## src/common/phy_irq_cfg.svh

```systemverilog
// register offsets, field positions and frame counts for the phy status block
`ifndef PHY_IRQ_CFG_SVH
`define PHY_IRQ_CFG_SVH

`define REG_CSI          5'h1B
`define REG_FLAGS        5'h1D
`define REG_MASK         5'h1E
`define REG_SPECIAL      5'h1F

`define POL_BIT          4
`define NEG_DONE_BIT     12
`define SPD_LSB          2
`define SPD_MSB          4
`define FLAG_LSB         1
`define FLAG_MSB         10

`define F_TX_OVERFLOW    10
`define F_TX_UNDERFLOW   9
`define F_IDLE_OVERFLOW  8
`define F_ENERGY         7
`define F_NEG_COMPLETE   6
`define F_REMOTE_FAULT   5
`define F_LINK_DOWN      4
`define F_PARTNER_ACK    3
`define F_CONFIG_FAULT   2
`define F_PAGE_RECEIVED  1

`define PREAMBLE_LEN     6'h20
`define HDR_LAST         4'hC
`define TA_LAST          1'h1
`define DATA_LAST        4'hF
`define OP_READ          2'h2
`define OP_WRITE         2'h1
`define WORD_ZERO        16'h0000

`endif

```

## src/common/phy_irq_pkg.sv

```systemverilog
// types shared by the phy interrupt and status registers
package phy_irq_pkg;

  typedef struct packed {
    logic       reversed_polarity_10m;
    logic       energy_present;
    logic       link_up;
    logic       negotiation_done;
    logic [2:0] resolved_speed_duplex;
  } phy_status_t;

  typedef struct packed {
    logic tx_overflow;
    logic tx_underflow;
    logic idle_error_overflow;
    logic remote_fault;
    logic partner_ack;
    logic parallel_fault;
    logic ms_config_fault;
    logic page_received;
  } phy_events_t;

  typedef enum logic [4:0] {
    ST_PRE  = 5'h01,
    ST_HDR  = 5'h02,
    ST_TA   = 5'h04,
    ST_DATA = 5'h08,
    ST_SPARE = 5'h10
  } smi_state_t;

endpackage : phy_irq_pkg

```

## src/core/phy_interrupt_status_regs.sv

```systemverilog
// interrupt source, mask and status registers behind the serial management port
// ----------------------------------------------------------------
// Summary of operation
// ----------------------------------------------------------------
// Summary of operation
// - csi bit 4 shows reversed 10M polarity
// - flag 10 latches transmit buffer overflow
// - flag 9 latches transmit buffer underflow
// - flag 8 latches idle error overflow
// - flag 7 latches energy present rising
// - flag 6 latches negotiation complete
// - flag 5 latches remote fault
// - flag 4 latches link going down
// - flag 3 latches partner acknowledge
// - flag 2 latches parallel or config fault
// - flag 1 latches page received; rest reserved
// - mask bits 10..1 enable sources, reset 0
// - special bit 12 shows negotiation done
// - reading register 31 clears nothing
// - special bits 4:2 give speed/duplex
// - speed field follows negotiation outcome
`include "phy_irq_cfg.svh"
`timescale 1ns/100ps
`default_nettype none

module phy_interrupt_status_regs
  import phy_irq_pkg::*;
(
  input  wire logic        CLK_SYS,
  input  wire logic        NRST,
  input  wire logic        MDC,
  input  wire logic        MDIO_I,
  output logic             MDIO_O,
  output logic             MDIO_OE,
  input  wire logic [4:0]  PHY_ADDR,
  input  wire phy_status_t STATUS,
  input  wire phy_events_t EVENTS,
  output logic             IRQ
);

  // ----------------------------------------------------------------
  // reset release and pin synchronisers
  // ----------------------------------------------------------------
  logic       rst_meta;
  logic       rst_n;
  logic [1:0] mdc_sync;
  logic [1:0] mdio_sync;
  logic       mdc_prev;
  logic [4:0] addr_meta;
  logic [4:0] phy_addr;

  always_ff @(posedge CLK_SYS or negedge NRST) begin
    if (!NRST) begin
      rst_meta <= 1'b0;
      rst_n    <= 1'b0;
    end else begin
      rst_meta <= 1'b1;
      rst_n    <= rst_meta;
    end
  end

  always_ff @(posedge CLK_SYS or negedge rst_n) begin
    if (!rst_n) begin
      mdc_sync  <= 2'h0;
      mdio_sync <= 2'h0;
      mdc_prev  <= 1'b0;
      addr_meta <= 5'h00;
      phy_addr  <= 5'h00;
    end else begin
      mdc_sync  <= {mdc_sync[0], MDC};
      mdio_sync <= {mdio_sync[0], MDIO_I};
      mdc_prev  <= mdc_sync[1];
      addr_meta <= PHY_ADDR;
      phy_addr  <= addr_meta;
    end
  end

  wire mdc_rise = mdc_sync[1] & ~mdc_prev;
  wire mdio_bit = mdio_sync[1];

  // ----------------------------------------------------------------
  // event detection
  // ----------------------------------------------------------------
  logic        energy_prev;
  logic        link_prev;
  logic        neg_prev;
  logic [10:1] flags;
  logic [10:1] enables;
  logic [10:1] set_vec;
  logic [10:1] clr_vec;

  always_ff @(posedge CLK_SYS or negedge rst_n) begin
    if (!rst_n) begin
      energy_prev <= 1'b0;
      link_prev   <= 1'b0;
      neg_prev    <= 1'b0;
    end else begin
      energy_prev <= STATUS.energy_present;
      link_prev   <= STATUS.link_up;
      neg_prev    <= STATUS.negotiation_done;
    end
  end

  assign set_vec[`F_TX_OVERFLOW]   = EVENTS.tx_overflow;
  assign set_vec[`F_TX_UNDERFLOW]  = EVENTS.tx_underflow;
  assign set_vec[`F_IDLE_OVERFLOW] = EVENTS.idle_error_overflow;
  assign set_vec[`F_ENERGY]        = STATUS.energy_present & ~energy_prev;
  assign set_vec[`F_NEG_COMPLETE]  = STATUS.negotiation_done & ~neg_prev;
  assign set_vec[`F_REMOTE_FAULT]  = EVENTS.remote_fault;
  assign set_vec[`F_LINK_DOWN]     = link_prev & ~STATUS.link_up;
  assign set_vec[`F_PARTNER_ACK]   = EVENTS.partner_ack;
  assign set_vec[`F_CONFIG_FAULT]  = EVENTS.parallel_fault | EVENTS.ms_config_fault;
  assign set_vec[`F_PAGE_RECEIVED] = EVENTS.page_received;

  // ----------------------------------------------------------------
  // management frame engine
  // ----------------------------------------------------------------
  smi_state_t  state;
  logic [5:0]  ones;
  logic [3:0]  cnt;
  logic [11:0] hdr;
  logic        is_read;
  logic [4:0]  reg_sel;
  logic [15:0] shift;
  logic        wr_stb;
  logic [4:0]  wr_reg;
  logic [15:0] wr_data;

  wire [12:0] next_hdr   = {hdr, mdio_bit};
  wire [1:0]  hdr_op     = next_hdr[11:10];
  wire        hdr_ok     = next_hdr[12] & (next_hdr[9:5] == phy_addr) &
                           ((hdr_op == `OP_READ) | (hdr_op == `OP_WRITE));
  wire [15:0] next_wdata = {wr_data[14:0], mdio_bit};

  wire [15:0] csi_word  = {11'h000, STATUS.reversed_polarity_10m, 4'h0};
  wire [15:0] flag_word = {5'h00, flags, 1'b0};
  wire [15:0] mask_word = {5'h00, enables, 1'b0};
  wire [15:0] spec_word = {3'h0, STATUS.negotiation_done, 7'h00,
                           STATUS.resolved_speed_duplex, 2'h0};
  // read path has no side effect
  wire [15:0] rd_data   = (reg_sel == `REG_CSI)     ? csi_word  :
                          (reg_sel == `REG_FLAGS)   ? flag_word :
                          (reg_sel == `REG_MASK)    ? mask_word :
                          (reg_sel == `REG_SPECIAL) ? spec_word : `WORD_ZERO;

  always_ff @(posedge CLK_SYS or negedge rst_n) begin
    if (!rst_n) begin
      state   <= ST_PRE;
      ones    <= 6'h00;
      cnt     <= 4'h0;
      hdr     <= 12'h000;
      is_read <= 1'b0;
      reg_sel <= 5'h00;
      shift   <= 16'h0000;
      MDIO_O  <= 1'b0;
      MDIO_OE <= 1'b0;
      wr_stb  <= 1'b0;
      wr_reg  <= 5'h00;
      wr_data <= 16'h0000;
    end else begin
      wr_stb <= 1'b0;
      if (mdc_rise) begin
        case (state)
          ST_PRE: begin
            if (mdio_bit) begin
              if (ones != `PREAMBLE_LEN) ones <= ones + 6'h01;
            end else begin
              // a zero after a full preamble is the first start bit
              if (ones == `PREAMBLE_LEN) begin
                state <= ST_HDR;
                cnt   <= 4'h0;
              end
              ones <= 6'h00;
            end
          end
          ST_HDR: begin
            hdr <= next_hdr[11:0];
            cnt <= cnt + 4'h1;
            // thirteen header bits: start, op, address, register
            if (cnt == `HDR_LAST) begin
              // frames for another address are ignored whole
              state   <= hdr_ok ? ST_TA : ST_PRE;
              is_read <= (hdr_op == `OP_READ);
              reg_sel <= next_hdr[4:0];
              wr_reg  <= next_hdr[4:0];
              cnt     <= 4'h0;
            end
          end
          ST_TA: begin
            cnt <= cnt + 4'h1;
            if (cnt[0] == `TA_LAST) begin
              state <= ST_DATA;
              cnt   <= 4'h0;
              if (is_read) begin
                shift  <= rd_data;
                MDIO_O <= rd_data[15];
              end
            end else if (is_read) begin
              MDIO_OE <= 1'b1;
              MDIO_O  <= 1'b0;
            end
          end
          ST_DATA: begin
            cnt     <= cnt + 4'h1;
            shift   <= {shift[14:0], 1'b0};
            MDIO_O  <= is_read ? shift[14] : 1'b0;
            wr_data <= next_wdata;
            if (cnt == `DATA_LAST) begin
              state   <= ST_PRE;
              MDIO_OE <= 1'b0;
              MDIO_O  <= 1'b0;
              wr_stb  <= ~is_read;
            end
          end
          default: begin
            state   <= ST_PRE;
            MDIO_OE <= 1'b0;
          end
        endcase
      end
    end
  end

  // ----------------------------------------------------------------
  // flags and enables
  // ----------------------------------------------------------------
  wire flag_wr = wr_stb & (wr_reg == `REG_FLAGS);
  wire mask_wr = wr_stb & (wr_reg == `REG_MASK);

  genvar gi;
  generate
    for (gi = `FLAG_LSB; gi <= `FLAG_MSB; gi = gi + 1) begin : g_flag
      // write one clears; a coincident event wins
      assign clr_vec[gi] = flag_wr & wr_data[gi];
      always_ff @(posedge CLK_SYS or negedge rst_n) begin
        if (!rst_n) begin
          flags[gi]   <= 1'b0;
          enables[gi] <= 1'b0;
        end else begin
          flags[gi] <= set_vec[gi] | (flags[gi] & ~clr_vec[gi]);
          if (mask_wr) enables[gi] <= wr_data[gi];
        end
      end
    end
  endgenerate

  assign IRQ = |(flags & enables);
endmodule : phy_interrupt_status_regs

`default_nettype wire

```

## config.mk

```make
export PLATFORM = sky130hd
export DESIGN_NAME = phy_interrupt_status_regs
export DESIGN_NICKNAME = d
export VERILOG_FILES = /design/src/common/phy_irq_pkg.sv /design/src/core/phy_interrupt_status_regs.sv
export VERILOG_INCLUDE_DIRS = /design/src /design/src/common
export SDC_FILE = /design/constraint.sdc
export NUM_CORES = 1
export LEC_CHECK = 0
export ABC_AREA = 1
export BUFFER_PORTS_ARGS = -buffer_cell sky130_fd_sc_hd__clkbuf_2
export CORE_MARGIN = 2
export CORE_UTILIZATION = 40
export CTS_CLUSTER_SIZE = 8
export DETAILED_ROUTE_END_ITERATION = 10
export MAX_ROUTING_LAYER = met4
export PLACE_DENSITY = 0.52
export SLEW_MARGIN = 20
export SYNTH_ARGS = -nofsm -noshare
export SYNTH_HDL_FRONTEND = slang
export SYNTH_SLANG_ARGS = --single-unit
```

## constraint.sdc

```tcl
create_clock -name CLK_SYS -period 3.5 [get_ports CLK_SYS]
set_input_delay 0.35 -clock CLK_SYS [delete_from_list [all_inputs] [get_ports CLK_SYS]]
set_output_delay 0.35 -clock CLK_SYS [all_outputs]
set_load 0.005 [all_outputs]
```

==> run metrics <==
WL/cell 12.8 µm; FMAX about 480 MHz; GR Overflow Total 0; Final Cell Area around 0.0052 mm²; residual DRC count 0; Worst setup EP type flip-flop; WL met1 4620 µm; power consumption ~2.7 mW; Die X-Extent about 110 µm; via-per-instance ratio ~4.8; CTS buffer count 9; Slowest cell on crit path dfrtp_1; hold_ws 0.106 ns; Hold Crit Class in -> reg; Post-DP HPWL around 6600 µm; root buffer cell clkbuf_16; Main synth FF type dfrtp_1; max layer used met4; Setup Buffers After CTS 0; Synth async-reset ratio 1.00; Cell Area, Placed between 0.004 and 0.005 mm²; Total GRT Usage 0.165; biggest registers after layout shift (14), hdr (12), wr_data (11); cts repair resizes 0; Pleak about 2.5 nW; Area Overhead vs Synth 11.9%; buffer depth of the longest clock path 2; Final Hold Vio Count 0; setup violators final 0; Data required, critical path 3.77 ns; Post-Synthesis Cells ~550; critical path fanouts, max 24; peak supply drop 0.298 mV; clock sinks 100; final worst slack 1.43 ns; pre-CTS WS ~1.4 ns; synthesized area per cell around 8.4 µm²; I/O Buffers 26; Initial Util 0.407; nets 607; Largest Register shift; routability congestion estimate approximately 0.85; Rows 39; CTS tree built; RSZ-0062 raised after global routing false; ANT nets after route 0; overall die height 112 µm; vias in the first global route approximately 3400; Total Die Area between 0.01 and 0.015 mm²; most used cell, CP nand2_2; initial antenna violation count 0; setup_tns 0 ns; clk_skew about 0.0039 ns; min Tclk post-route around 2.1 ns; crit-path cells nor2_2 > nand2_2 > inv_2 > nand2_2 > o21ai_0 > nor2_1 > a21oi_1; DR vias 3481; Post-Syn Area around 0.0046 mm²; Top delay family on crit path simple AND/OR/NAND/NOR gates; met2 WL 4210 µm; H-tree Lvls 3; Pre-Repair DR Iteration Count 5; crit start category flip-flop; count of pins over their slew limit 0; antenna diode count 0; WP buf/inv 1; largest net degree at the start of global routing 64; critical path class reg -> reg; PwrDens about 510 mW/mm²; DR iter-0 viols 224; sequential area share after synthesis 0.541; hold buffers post-CTS 1; Clock Latency Late Sink about 0.34 ns; synth warn 0; I/O pin count 27; library cells used by synthesis 31; Crit path largest cell delay 0.44 ns; Rel. slew slack 0.464; CTS clk-pin slew, worst paths ~0.07 ns; number of synthesized register bits 100; routed wl met3 around 330 µm; Slew @ Worst Pin 0.805 ns; Largest register FFs 14; first-pass GRT wire length 16100 µm; layout cells sized above 1 0.129; run status finished, final reports clean; CP arrival 2.34 ns; DRT Wirelength 9270 µm; Tcrit/Tclk final 0.593; core area 0.0114 mm²; Net Count, Synth approximately 580; number of synthesized flops with an enable pin 0; max_cap viols 0
## worst paths after layout
| check | start | to | slack, ns | cells past startpoint |
|---|---|---|---|---|
| max | state[1] | MDIO_O | 1.43 | 7 |
| min | PHY_ADDR[0] | addr_meta[0] | 0.11 | 1 |
| max reg2reg | state[1] | MDIO_O | 1.43 | 7 |
| min reg2reg | addr_meta[1] | phy_addr[1] | 0.35 | 0 |
| max in group asynchronous | rst_n | state[0] | 2.24 | 1 |
| min in group asynchronous | NRST | rst_n | 0.31 | 2 |
## Yosys cell counts, types with 3 or more instances
library cell / count / area [µm²]
a22o_1: 3 / 26.3
a21oi_1: 8 / 40.0
dfrtp_1: 99 / 2480
nand2_1: 179 / 672
o21ai_2: 9 / 78.8
inv_2: 3 / 11.3
o21ai_0: 44 / 220
nor2_2: 3 / 18.8
xor2_1: 5 / 43.8
nor2_1: 35 / 131
ha_1: 6 / 75.1
nand3_1: 51 / 255
nand2_2: 5 / 31.3
clkbuf_1: 5 / 18.8
buf_2: 6 / 30.0
buf_6: 4 / 45.0
inv_1: 58 / 218
o21ai_1: 12 / 60.1
## stage by stage
stage	utilization	instances
after floorplan	-	552
after global placement	0.428	708
after detailed placement	0.428	708
after CTS	0.456	725
after global routing	0.456	725
final	0.456	725
## cell type report
| type | count | area [µm²] |
|---|---|---|
| multi-input cells | 375 | 1800 |
| well taps | 143 | 179 |
| fillers | 1123 | 6190 |
| inverters | 62 | 233 |
| clock buffers | 10 | 239 |
| repair buffers | 29 | 155 |
| flip-flops and latches | 100 | 2510 |
| clock inverters | 6 | 70.1 |
## cell usage in the layout, fill, tap and decap left out, types with 6 or more instances in the layout
cell type,n
dfrtp_1,98
clkbuf_16,9
inv_1,58
nand3_1,51
a21oi_1,8
o21ai_1,12
nor2_1,35
ha_1,6
o21ai_0,44
clkbuf_2,26
o21ai_2,9
nand2_1,179
## power by group
part           internal, mW  total (mW)  leakage (nW)  switching [mW]
registers              1.23        1.30          1.23          0.0716
clock network         0.581        1.02         0.154           0.441
logic                 0.108       0.332          1.13           0.223
## cells by family after synthesis
logic type,share of synthesized area
buffers and inverters,0.0705
other,0.000810
adder cells (fa/ha/maj),0.0162
AND/OR/NAND/NOR,0.264
XOR/XNOR,0.00946
AO/OA/AOI/OAI,0.0987
flip-flops,0.541
## worst register-to-register path: stages, from the launching register on
cell     delay [ns]
dfrtp_1        0.44
nor2_2         0.27
nand2_2        0.31
inv_2          0.31
nand2_2        0.29
o21ai_0        0.21
nor2_1         0.06
a21oi_1        0.11
## metal layers
metal,vias to the layer above,global-route usage
li1,1783,-
met1,1620,0.218
met2,65,0.258
met3,13,0.0397
met4,0,0.0444
met5,-,-
Power figures use the tool's default switching activity.
